===== src/rtl/dpmc_params.svh =====
// Purpose: Constants for the dual-port memory host controller
// Assumes: 10 MHz core clock
// Notes:   Timing counts are whole core clock cycles
`ifndef DPMC_PARAMS_SVH
`define DPMC_PARAMS_SVH

`define DPMC_ADDR_W        13
`define DPMC_DATA_W        8
`define DPMC_FLAG_IDX_W    3
`define DPMC_STROBE_NS     100
`define DPMC_CLK_NS        100
`define DPMC_STROBE_CYC    ((`DPMC_STROBE_NS + `DPMC_CLK_NS - 1) / `DPMC_CLK_NS)
`define DPMC_CNT_W         4
`define DPMC_OP_READ       2'h0
`define DPMC_OP_WRITE      2'h1
`define DPMC_OP_FLAG_RD    2'h2
`define DPMC_OP_FLAG_WR    2'h3

`endif


===== src/rtl/dpmc_pkg.sv =====
// Purpose: Types for the dual-port memory host controller
// Assumes: dpmc_params.svh is on the include path
// Notes:   Pin bundle and request carrier
`include "dpmc_params.svh"
package dpmc_pkg;

    typedef struct packed {
        logic [1:0]                 op;
        logic [`DPMC_ADDR_W-1:0]    addr;
        logic [`DPMC_DATA_W-1:0]    wdata;
    } dpmc_req_t;

    typedef struct packed {
        logic                       port_select_n;
        logic                       read_write_select;
        logic                       output_drive_enable_n;
        logic                       flag_space_select_n;
        logic [`DPMC_ADDR_W-1:0]    word_location;
        logic [`DPMC_DATA_W-1:0]    byte_lines;
        logic                       byte_lines_oe;
    } dpmc_pins_t;

    typedef enum logic [3:0] {
        DPMC_IDLE   = 4'h1,
        DPMC_SETUP  = 4'h2,
        DPMC_STROBE = 4'h4,
        DPMC_DONE   = 4'h8
    } dpmc_state_t;

endpackage : dpmc_pkg


===== src/rtl/dpmc_host.sv =====
// Purpose: Host controller driving one port of an async dual-port memory
// Assumes: 10 MHz core clock, one request at a time
// Notes:   Memory and flag accesses; pin combinations kept legal
// How it works
// - Wide words use one primary and secondary devices, no extra logic.
// - Select low plus read_write low writes; read_write high and drive low reads.
// - Flag select low, port select high, drive low reads a lock flag.
// - Rising read_write edge with flag select low writes byte line 0 to flag.
// - Location bits 2 to 0 pick the lock flag.
`timescale 1ns/1ns
`include "dpmc_params.svh"
module dpmc_host (
    // Clock, reset, enable
    input  wire logic                       core_clk_i,
    input  wire logic                       nrst_i,
    input  wire logic                       ce_i,
    // User request
    input  wire logic                       req_valid_i,
    input  wire dpmc_pkg::dpmc_req_t        req_i,
    output logic                            req_ready_o,
    output logic                            rsp_valid_o,
    output logic [`DPMC_DATA_W-1:0]         rsp_data_o,
    // Device port pins
    output dpmc_pkg::dpmc_pins_t            pins_o,
    input  wire logic [`DPMC_DATA_W-1:0]    byte_lines_i,
    input  wire logic                       collision_wait_n_i,
    input  wire logic                       port_message_flag_n_i,
    output logic                            collision_wait_n_o,
    output logic                            msg_flag_n_o
);
    // ----------------------------------------------------------------
    // Reset release
    // ----------------------------------------------------------------
    logic [1:0] rst_sync_reg;
    logic       rst_n;

    always_ff @(posedge core_clk_i or negedge nrst_i) begin
        if (!nrst_i) begin
            rst_sync_reg <= 2'h0;
        end else begin
            rst_sync_reg <= {rst_sync_reg[0], 1'b1};
        end
    end
    // Everything below is reset by the released copy
    assign rst_n = rst_sync_reg[1];

    // ----------------------------------------------------------------
    // Pin input synchronisers
    // ----------------------------------------------------------------
    logic [`DPMC_DATA_W+1:0] sync_q;

    // Flag pins enter inverted, so a cleared synchroniser reads as idle high
    dpmc_sync #(
        .W          (`DPMC_DATA_W + 2)
    ) u_sync (
        .core_clk_i (core_clk_i),
        .rst_n_i    (rst_n),
        .ce_i       (ce_i),
        .d_i        ({~collision_wait_n_i, ~port_message_flag_n_i, byte_lines_i}),
        .q_o        (sync_q)
    );

    // ----------------------------------------------------------------
    // Decode
    // ----------------------------------------------------------------
    function automatic logic is_flag_op(input logic [1:0] op);
        return op[1];
    endfunction : is_flag_op

    function automatic logic is_write_op(input logic [1:0] op);
        return op[0];
    endfunction : is_write_op

    dpmc_pkg::dpmc_state_t      state_reg, state_next;
    dpmc_pkg::dpmc_req_t        cur_reg;
    dpmc_pkg::dpmc_req_t        act_req;
    logic [`DPMC_CNT_W-1:0]     cnt_reg;
    dpmc_pkg::dpmc_pins_t       pins_next;
    logic                       take;
    logic                       cnt_done;
    logic                       cur_flag;
    logic                       cur_wr;
    logic [`DPMC_DATA_W-1:0]    flag_read;

    // Ready stays low until the first enabled edge after reset
    assign take      = (state_reg == dpmc_pkg::DPMC_IDLE) && req_ready_o && req_valid_i;
    // Strobe length in cycles, at least one
    assign cnt_done  = (cnt_reg == `DPMC_CNT_W'(`DPMC_STROBE_CYC - 1));
    // Request in service; at the taking edge it is still on the input
    assign act_req   = take ? req_i : cur_reg;
    assign cur_flag  = is_flag_op(act_req.op);
    assign cur_wr    = is_write_op(act_req.op);
    // Flag reads show the flag on every byte line
    assign flag_read = sync_q[`DPMC_DATA_W-1:0];

    // ----------------------------------------------------------------
    // Sequencer
    // ----------------------------------------------------------------
    always_comb begin
        // Setup and done last one cycle; idle waits for a request, strobe for the count
        state_next = state_reg;
        unique case (state_reg)
            dpmc_pkg::DPMC_IDLE:   if (take) state_next = dpmc_pkg::DPMC_SETUP;
            dpmc_pkg::DPMC_SETUP:  state_next = dpmc_pkg::DPMC_STROBE;
            dpmc_pkg::DPMC_STROBE: if (cnt_done) state_next = dpmc_pkg::DPMC_DONE;
            dpmc_pkg::DPMC_DONE:   state_next = dpmc_pkg::DPMC_IDLE;
            default:               state_next = dpmc_pkg::DPMC_IDLE;
        endcase
    end

    // ----------------------------------------------------------------
    // Pin levels per state
    // ----------------------------------------------------------------
    always_comb begin
        // Idle: deselected, both selects high, outputs off
        // Location and byte lines hold while idle
        pins_next = '{port_select_n: 1'b1, read_write_select: 1'b1,
                      output_drive_enable_n: 1'b1, flag_space_select_n: 1'b1,
                      word_location: pins_o.word_location,
                      byte_lines: pins_o.byte_lines, byte_lines_oe: 1'b0};
        if (state_next != dpmc_pkg::DPMC_IDLE) begin
            pins_next.word_location = act_req.addr;
            if (cur_flag) begin
                // Never both selects low on the port
                pins_next.flag_space_select_n = 1'b0;
                pins_next.word_location = {{(`DPMC_ADDR_W-`DPMC_FLAG_IDX_W){1'b0}},
                                           act_req.addr[`DPMC_FLAG_IDX_W-1:0]};
                if (cur_wr) begin
                    // Low in strobe, high in done gives the rising edge
                    pins_next.read_write_select =
                        (state_next != dpmc_pkg::DPMC_STROBE);
                    pins_next.byte_lines = {{(`DPMC_DATA_W-1){1'b0}},
                                            act_req.wdata[0]};
                    pins_next.byte_lines_oe = 1'b1;
                end else begin
                    pins_next.output_drive_enable_n = 1'b0;
                end
            end else if (cur_wr) begin
                // Select low in strobe only, so location and data settle first
                pins_next.port_select_n = (state_next != dpmc_pkg::DPMC_STROBE);
                pins_next.read_write_select = pins_next.port_select_n;
                pins_next.byte_lines = act_req.wdata;
                pins_next.byte_lines_oe = 1'b1;
            end else begin
                // Select low from setup, so the byte crosses two flops by done
                pins_next.port_select_n = (state_next == dpmc_pkg::DPMC_DONE);
                pins_next.output_drive_enable_n = 1'b0;
            end
        end
    end

    // ----------------------------------------------------------------
    // Registers
    // ----------------------------------------------------------------
    always_ff @(posedge core_clk_i or negedge rst_n) begin
        if (!rst_n) begin
            state_reg <= dpmc_pkg::DPMC_IDLE;
            cur_reg   <= '0;
            cnt_reg   <= '0;
        end else if (ce_i) begin
            state_reg <= state_next;
            if (take) begin
                cur_reg <= req_i;
            end
            // Cycles spent in strobe
            cnt_reg <= (state_reg == dpmc_pkg::DPMC_STROBE) ? cnt_reg + 1'b1 : '0;
        end
    end

    always_ff @(posedge core_clk_i or negedge rst_n) begin
        if (!rst_n) begin
            pins_o <= '{port_select_n: 1'b1, read_write_select: 1'b1,
                        output_drive_enable_n: 1'b1, flag_space_select_n: 1'b1,
                        word_location: '0, byte_lines: '0, byte_lines_oe: 1'b0};
        end else if (ce_i) begin
            // Pins move only on an edge, so no glitch reaches the device
            pins_o <= pins_next;
        end
    end

    // ----------------------------------------------------------------
    // Response
    // ----------------------------------------------------------------
    // Read byte is driven from setup; two flops later it is taken at done
    always_ff @(posedge core_clk_i or negedge rst_n) begin
        if (!rst_n) begin
            req_ready_o <= 1'b0;
            rsp_valid_o <= 1'b0;
            rsp_data_o  <= '0;
        end else if (ce_i) begin
            // Ready drops at the taking edge and returns with the response
            req_ready_o <= (state_next == dpmc_pkg::DPMC_IDLE) && !take;
            rsp_valid_o <= (state_reg == dpmc_pkg::DPMC_DONE);
            if (state_reg == dpmc_pkg::DPMC_DONE) begin
                // Writes answer with zero
                rsp_data_o <= cur_wr ? '0 : flag_read;
            end
        end
    end

    // ----------------------------------------------------------------
    // Device flag copies
    // ----------------------------------------------------------------
    // Device keeps these pins driven; the synchroniser holds them inverted
    always_ff @(posedge core_clk_i or negedge rst_n) begin
        if (!rst_n) begin
            collision_wait_n_o <= 1'b1;
            msg_flag_n_o       <= 1'b1;
        end else if (ce_i) begin
            collision_wait_n_o <= !sync_q[`DPMC_DATA_W+1];
            msg_flag_n_o       <= !sync_q[`DPMC_DATA_W];
        end
    end

    // Primary/secondary strap and wide words are board wiring
endmodule : dpmc_host


===== src/rtl/dpmc_sync.sv =====
// Purpose: Two-flop synchroniser for pin inputs
// Assumes: Single core clock
// Notes:   First stage is read only by the second
`timescale 1ns/1ns
module dpmc_sync #(
    parameter int W = 8
) (
    // Clock and reset
    input  wire logic           core_clk_i,
    input  wire logic           rst_n_i,
    input  wire logic           ce_i,
    // Data
    input  wire logic [W-1:0]   d_i,
    output logic      [W-1:0]   q_o
);
    logic [W-1:0] meta_reg;

    always_ff @(posedge core_clk_i or negedge rst_n_i) begin
        if (!rst_n_i) begin
            meta_reg <= '0;
            q_o      <= '0;
        end else if (ce_i) begin
            meta_reg <= d_i;
            q_o      <= meta_reg;
        end
    end
endmodule : dpmc_sync


===== config.mk =====
export PLATFORM = sky130hd
export DESIGN_NAME = dpmc_host
export DESIGN_NICKNAME = d
export VERILOG_FILES = /design/src/rtl/dpmc_pkg.sv /design/src/rtl/dpmc_host.sv /design/src/rtl/dpmc_sync.sv
export VERILOG_INCLUDE_DIRS = /design/src /design/src/rtl
export SDC_FILE = /design/constraint.sdc
export NUM_CORES = 1
export LEC_CHECK = 0
export BUFFER_PORTS_ARGS = -buffer_cell sky130_fd_sc_hd__buf_2
export CORE_UTILIZATION = 49
export DETAILED_ROUTE_END_ITERATION = 6
export GPL_TIMING_DRIVEN = 0
export PLACE_DENSITY = 0.78
export REMOVE_ABC_BUFFERS = 1
export SYNTH_ARGS = -nofsm -noshare
export SYNTH_HDL_FRONTEND = slang
export SYNTH_SLANG_ARGS = --single-unit

===== constraint.sdc =====
create_clock -name core_clk_i -period 2.8 [get_ports core_clk_i]
set_input_delay 0.56 -clock core_clk_i [delete_from_list [all_inputs] [get_ports core_clk_i]]
set_output_delay 0.56 -clock core_clk_i [all_outputs]
set_load 0.02 [all_outputs]

==> summary.md, run 1 <==
| Metric | Value |
|---|---|
| Outcome | `finished, final reports clean` |
| Setup repair bufs after CTS | `0` |
| Number of top-level pins | `75` |
| FF-to-FF setup slack | `220 ps` |
| Fraction of power consumed by sequential logic | `a little over two fifths` |
| Max FFs per register | `26` |
| Hold Slack | `334.8 ps` |
| Count of flip-flops with a built-in enable after synthesis | `0` |
| Worst path required time | `3080 ps` |
| Total gr overflow | `0` |
| Num CTS Buffers | `9` |
| Number of design rule violations left after detail routing | `0` |
| Post-route clock period utilization | `around 92%` |
| Number of clock sinks | `91` |
| Proportion of layout cells with a drive suffix above 1 | `40.78%` |
| Net switching power | `1.610 mW` |
| Leak pwr | `2.230 nW` |
| Largest cells by area after synthesis | `dfrtp_1 (54%), mux2_2 (12%), mux2i_1 (6.4%)` |
| Final GP Congestion | `0.7263` |
| Vias per std cell | `approximately 5.2` |
| Antenna violations before repair | `0` |
| Total setup violations reported at the end of the flow | `0` |
| Total inserted antenna cells | `0` |
| P_int | `2.907 mW` |
| Adder-cell share of the synthesized area | `0.6402%` |
| Maximum number of buffers from clock root to sink | `2` |
| Total die area | `8338 µm²` |
| Average cell area after synthesis | `12.57 µm²` |
| Worst-path cell chain | `and3b_2 -> nand3_4 -> a21oi_2 -> mux2_4 -> o32a_1` |
| Total standard cell area after synthesis | `approximately 3900 µm²` |
| Maximum ir drop on the vdd rail | `520.3 µV` |
| Maximum number of pins on one net before global-route repair | `51` |
| Most common cell in the netlist | `dfrtp_1` |
| Rel. slew slack | `35.32%` |
| Switching Share | `between 30 and 40%` |
| Area after DPL | `4348 µm²` |
| RSZ-0062 raised after global routing | `false` |
| Leading area contributor after synthesis | `dfrtp_1` |
| Clock root buffer | `clkbuf_8` |
| Portion of total power attributed to the clock network | `20.6%` |
| Final std cells w/o fill | `487` |
| Warning count from the yosys run | `0` |
| Post-DR wirelength/cell | `15.01 µm` |
| Number of design-rule violations left by the first detailed-router iteration | `roughly 160` |
| GRT Resource Usage Total | `slightly below 20%` |
| Initial core utilization | `50.58%` |
| Largest fanout on the critical path | `23` |
| Cells after Synth | `311` |
| Kind of start point of the critical path | `flip-flop` |
| Share of Yosys cell area claimed by the top area cell type | `53.78%` |
| Vias in the first global route | `2,542` |
| Leading post-synthesis cells by instance count | `dfrtp_1 (84), mux2_2 (40), nand2_1 (39)` |
| Fraction of the mapped netlist area in compound gates | `10.08%` |
| Clock tree from TritonCTS | `done` |
| CP endpoint kind | `flip-flop` |
| Final hold vios | `0` |
| Maximum capacitance violations | `0` |
| Main combinational cell family by area after synthesis | `multiplexers` |
| Fin. max-slew vios | `0` |
| XOR/XNOR Fraction of Synth Area | `0.2241%` |
| Mux share of post-synthesis cell area | `18.69%` |
| Fmax | `387.0 MHz` |
| Die Span X | `around 91 µm` |
| Hpwl dp | `4.758 mm` |
| Endpoint of the lowest-slack register-to-register path | `pins_o[25]` |
| Startpoint of the worst register-to-register path | `state_reg[2]` |
| Number of unique standard cell types used by synthesis | `41` |
| Via count | `roughly 2.6k` |
| Area of the placeable core | `7727 µm²` |
| Sequential element share of the synthesized area | `roughly three fifths` |
| Longest individual stage delay on the worst path | `670 ps` |
| Number of cells in the design after placement | `469` |
| Crit path DAT | `roughly 2900 ps` |
| Dominant synthesized flop cell | `dfrtp_1` |
| Final ANT Viol Nets | `0` |
| Final instance area | `4578 µm²` |
| Worst-path clk slew | `80 ps` |
| Slowest cell on the critical path | `a21oi_2` |
| Layout Nets | `419` |
| Global-route wire length before repair | `12.43 mm` |
| Std cell rows | `32` |
| Area fraction in and, or, nand and nor cells after synthesis | `7.939%` |
| Sum of routed wire length over all layers | `7.312 mm` |
| Die span in y | `91.32 µm` |
| Final Skew | `8.748 ps` |
| Async SR Flop Fraction | `100.0%` |
| Reg2reg path depth | `5` |
| Class of the tightest hold or removal check | `flip-flop to async pin` |
| Tmin final | `2584 ps` |
| H-tree levels | `3` |
| Clock latency on the worst-skew pair | `350 ps` |
| Power per unit of standard cell area | `~1000 nW/µm²` |
| Worst setup path category | `flip-flop to flip-flop` |
| Yosys reg bits | `91` |
| Port buffer count | `74` |
| Synthesis-to-layout area growth | `17.13%` |
| First-pass iteration count of the detailed router | `6` |
| Combinational cell fraction of total power | `between 30% and 40%` |
| Measured slew at the worst slew-check pin | `between 900 and 1000 ps` |
| Post-layout power | `4.517 mW` |
## power by group through the flow
stage                     sequential, mW  combinational [mW]  clock (mW)
after floorplan                     2.19               0.935           0
after global placement              1.99                1.53           0
after detailed placement            2.01                1.61           0
after CTS                           1.99                1.62       0.952
after global routing                2.05                1.75       0.999
final                               1.98                1.60       0.930
## worst max-delay path by stage
stage,startpoint,cells past startpoint,endpoint,slack [ps]
detailed placement,ce_i,3,cur_reg[20],-580
floorplan,rst_sync_reg[1],0,cnt_reg[0],90
finish,state_reg[2],5,pins_o[25],220
global placement,rst_sync_reg[1],0,u_sync.q_o[4],-850
global route,ce_i,4,pins_o[16],80
CTS,state_reg[2],5,pins_o[25],170
## timing repair
| action | 4_1_cts | 5_1_grt |
|---|---|---|
| hold endpoints to repair | 2 | 0 |
| gates resized for setup | 0 | 0 |
| setup endpoints to repair | 21 | 0 |
| hold buffers | 1 | 0 |
## layer usage
metal  vias up  global-route usage, %  wire, µm  part of all wire, %
met2        48                  31.57      3697                   51
met4         0                  7.540       105                  1.4
met1      1270                  24.97      3226                   44
met3         9                  4.606       283                  3.9
li1       1225                      -         -                    -
met5         -                      0         0                    0
## kinds of logic (layout without fill, tap and decap cells)
group	after synthesis	after routing
xor+xnor	1	1
simple gates	64	65
buf+inv	32	105
compound gates	53	53
mux	67	67
fa+ha+maj	2	2
other cells	1	1
flops	91	91
## final cells by class
type	count	area [µm²]
clock buffer	13	168.9
clock inverter	3	45.04
fill	673	3149
inverter	12	45.04
multi-input combinational	189	1479
sequential	91	2290
tap	102	127.6
timing repair buffer	77	422.9
## cells in the final DEF (no fill, tap or decap), types with 2 or more instances in the layout
master | synthesis | final
dfrtp_1 | 84 | 83
buf_2 | 12 | 74
mux2_2 | 40 | 40
nand2_1 | 39 | 39
mux2i_1 | 25 | 25
o21ai_0 | 23 | 23
inv_1 | 12 | 12
clkbuf_8 | 0 | 12
o31ai_2 | 10 | 10
o31ai_1 | 7 | 7
dfstp_2 | 7 | 7
nor2_1 | 5 | 5
nand3_1 | 5 | 5
a21oi_1 | 3 | 3
o22a_1 | 3 | 3
nor2b_1 | 2 | 2
mux2_4 | 2 | 2
nand4_1 | 1 | 2
o21a_1 | 2 | 2
ha_1 | 2 | 2
clkinvlp_4 | 0 | 2
## worst max-delay path, delay by kind of cell, from the launching register on
kind,cells,cell delay (ps)
AND/OR/NAND/NOR,2,760
AO/OA/AOI/OAI,2,950
flip-flops,1,460
multiplexers,1,350
## stage by stage
stage	setup slack (ps)	utilization, %	setup TNS (ps)
after floorplan	89.85	-	0
after global placement	-845.6	55.67	-91520
after detailed placement	-576.8	56.27	-12990
after CTS	174.9	59.25	0
after global routing	78.30	59.25	0
final	215.9	59.25	0
Note: power is estimated with default switching activity, not from simulation.
==> run 2, diff against run 1 <==
CORE_UTILIZATION = 52   (was 49)
CTS_BUF_LIST = sky130_fd_sc_hd__clkbuf_2 sky130_fd_sc_hd__clkbuf_4 sky130_fd_sc_hd__clkbuf_8   (was unset)
PLACE_DENSITY = 0.82   (was 0.78)
==> summary.md, run 2 (synthesized netlist as in run 1, its figures left out) <==
| Metric | Value |
|---|---|
| Outcome | `finished, final reports clean (unchanged)` |
| Multi-input gate area in the final layout | `1479 µm² (unchanged)` |
| Measured slew at the worst slew-check pin | `982.1 ps (was 970.2 ps)` |
| Number of design-rule violations left by the first detailed-router iteration | `97 (was 163)` |
| Global-route wire length before repair | `11.85 mm (was 12.43 mm)` |
| Post-layout power | `4.373 mW (was 4.517 mW)` |
| Clock tree from TritonCTS | `done (unchanged)` |
| Initial core utilization | `53.89% (was 50.58%)` |
| Leading cell types in the layout, fill and taps excluded | `dfrtp_1 (83), buf_2 (74), mux2_2 (40) (unchanged)` |
| Tmin final | `2577 ps (was 2584 ps)` |
| Power per unit of standard cell area | `964.2 nW/µm² (was 986.6 nW/µm²)` |
| Fin. max-slew vios | `0 (unchanged)` |
| Number of design rule violations left after detail routing | `0 (unchanged)` |
| Kind of start point of the critical path | `flip-flop (unchanged)` |
| Area of the placeable core | `7253 µm² (was 7727 µm²)` |
| Total die area | `7868 µm² (was 8338 µm²)` |
| GRT Resource Usage Total | `19.74% (was 19.33%)` |
| Vias per std cell | `5.289 (was 5.240)` |
| Post-DR wirelength/cell | `14.88 µm (was 15.01 µm)` |
| Num CTS Buffers | `9 (unchanged)` |
| Maximum number of pins on one net before global-route repair | `51 (unchanged)` |
| Total gr overflow | `0 (unchanged)` |
| Number of top-level pins | `75 (unchanged)` |
| Worst path required time | `3080 ps (about the same)` |
| Class of the tightest hold or removal check | `flip-flop to async pin (unchanged)` |
| Maximum capacitance violations | `0 (unchanged)` |
| Final hold vios | `0 (unchanged)` |
| Maximum ir drop on the vdd rail | `565.8 µV (was 520.3 µV)` |
| Number of gates resized after cts | `0 (unchanged)` |
| Leak pwr | `2.214 nW (was 2.230 nW)` |
| First-pass iteration count of the detailed router | `4 (was 6)` |
| Maximum number of buffers from clock root to sink | `2 (unchanged)` |
| Leading cell type in the layout, fill and taps excluded | `dfrtp_1 (unchanged)` |
| Total inserted antenna cells | `0 (unchanged)` |
| Std cell rows | `31 (was 32)` |
| Slowest cell on the critical path | `a21oi_2 (unchanged)` |
| H-tree levels | `3 (unchanged)` |
| Layout Nets | `419 (unchanged)` |
| Vias in the first global route | `2,549 (was 2,542)` |
| Final GP Congestion | `0.7162 (was 0.7263)` |
| Critical path buffers and inverters | `0 (unchanged)` |
| RSZ-0062 raised after global routing | `false (unchanged)` |
| Antenna violations before repair | `0 (unchanged)` |
| Kind of cell adding the most delay to the critical path | `compound AO/OA/AOI/OAI gates (unchanged)` |
| Clock latency on the worst-skew pair | `350 ps (about the same)` |
| Fillers | `619 (was 673)` |
| Proportion of layout cells with a drive suffix above 1 | `41.04% (was 40.78%)` |
| Total setup violations reported at the end of the flow | `0 (unchanged)` |
| Number of clock sinks | `91 (unchanged)` |
| Worst-path clk slew | `90 ps (was 80 ps)` |
| Synthesis-to-layout area growth | `16.04% (was 17.13%)` |
| Sum of routed wire length over all layers | `7.204 mm (was 7.312 mm)` |
| Final Skew | `9.768 ps (was 8.748 ps)` |
| Crit path DAT | `2850 ps (was 2870 ps)` |
| Rel. slew slack | `34.53% (was 35.32%)` |
| Die span in y | `88.70 µm (was 91.32 µm)` |
| Setup repair bufs after CTS | `0 (unchanged)` |
| Final ANT Viol Nets | `0 (unchanged)` |
| Post-route clock period utilization | `92.05% (was 92.29%)` |
| Longest individual stage delay on the worst path | `650 ps (was 670 ps)` |
| Fmax | `388.0 MHz (was 387.0 MHz)` |
| Clock root buffer | `clkbuf_8 (unchanged)` |
| Worst-path cell chain | `and3b_2 -> nand3_4 -> a21oi_2 -> mux2_4 -> o32a_1 (unchanged)` |
| Storage cell area | `2290 µm² (unchanged)` |
| Worst setup path category | `flip-flop to flip-flop (unchanged)` |
| CP endpoint kind | `flip-flop (unchanged)` |
| Sum of negative setup slack | `0 ps (unchanged)` |
| Max FFs per register | `26 (unchanged)` |
| Die Span X | `88.70 µm (was 91.32 µm)` |
| Hpwl dp | `4.695 mm (was 4.758 mm)` |
| Port buffer count | `74 (unchanged)` |
| Largest fanout on the critical path | `23 (unchanged)` |
| Via count | `2,560 (was 2,552)` |
run 2: changes by cell type in the layout (fill, tap and decap cells not counted):
cell,before,now
bufinv_16,1,0
clkbuf_1,1,0
clkbuf_8,12,9
clkinv_2,0,2
clkinv_4,0,1
inv_6,0,2
run 2: final timing paths:
check | slack, ps | from | endpoint | depth (start not counted)
max reg2reg | 220 | state_reg[2] | pins_o[25] | 5
min | 330 | rst_sync_reg[1] | pins_o[13] | 0
max | 220 | state_reg[2] | pins_o[25] | 5
min reg2reg | 330 | rst_sync_reg[1] | pins_o[13] | 0
max in group asynchronous | 1800 | rst_sync_reg[1] | pins_o[25] | 1
min in group core_clk_i | 370 | rst_sync_reg[0] | rst_sync_reg[1] | 0
run 2: per-layer routing:
layer  part of all wire (%)  up-vias  track usage, %  wire, µm
li1                       -     1229               -         -
met1                     46     1278           26.34      3300
met2                     49       42           31.26      3524
met3                    3.5       11           4.851       252
met4                    1.7        0           7.771       126
met5                      0        -               0         0
run 2: timing repair:
| action | in CTS | in global routing |
|---|---|---|
| setup endpoints to repair | 21 | 0 |
| hold buffers | 1 | 0 |
| hold endpoints to repair | 2 | 0 |
run 2: cell type report:
type                            count  area share, %
Clock buffer                        9          2.731
Clock inverter                      7          1.131
Inverter                           12         0.9931
Multi-Input combinational cell    189          32.61
Sequential cell                    91          50.48
Tap cell                           99          2.731
Timing Repair Buffer               77          9.324
run 2: per-stage QoR:
| stage | util, % | std cells | hold slack (ps) | setup slack [ps] | instance area [µm²] |
|---|---|---|---|---|---|
| 6_report | 62.53 | 484 | 331.7 | 222.7 | 4536 |
| 5_1_grt | 62.53 | 484 | 356.3 | 88.87 | 4536 |
| 4_1_cts | 62.53 | 484 | 353.1 | 181.2 | 4536 |
| 3_5_place_dp | 59.89 | 466 | 342.5 | -564.0 | 4344 |
| 3_3_place_gp | 59.25 | 464 | 342.1 | -833.1 | 4298 |
| 2_1_floorplan | - | 291 | 264.4 | 89.85 | 3804 |
run 2: power by group:
group	internal [mW]	switching [mW]
registers	1.73	0.251
logic	0.686	0.910
clock network	0.327	0.465
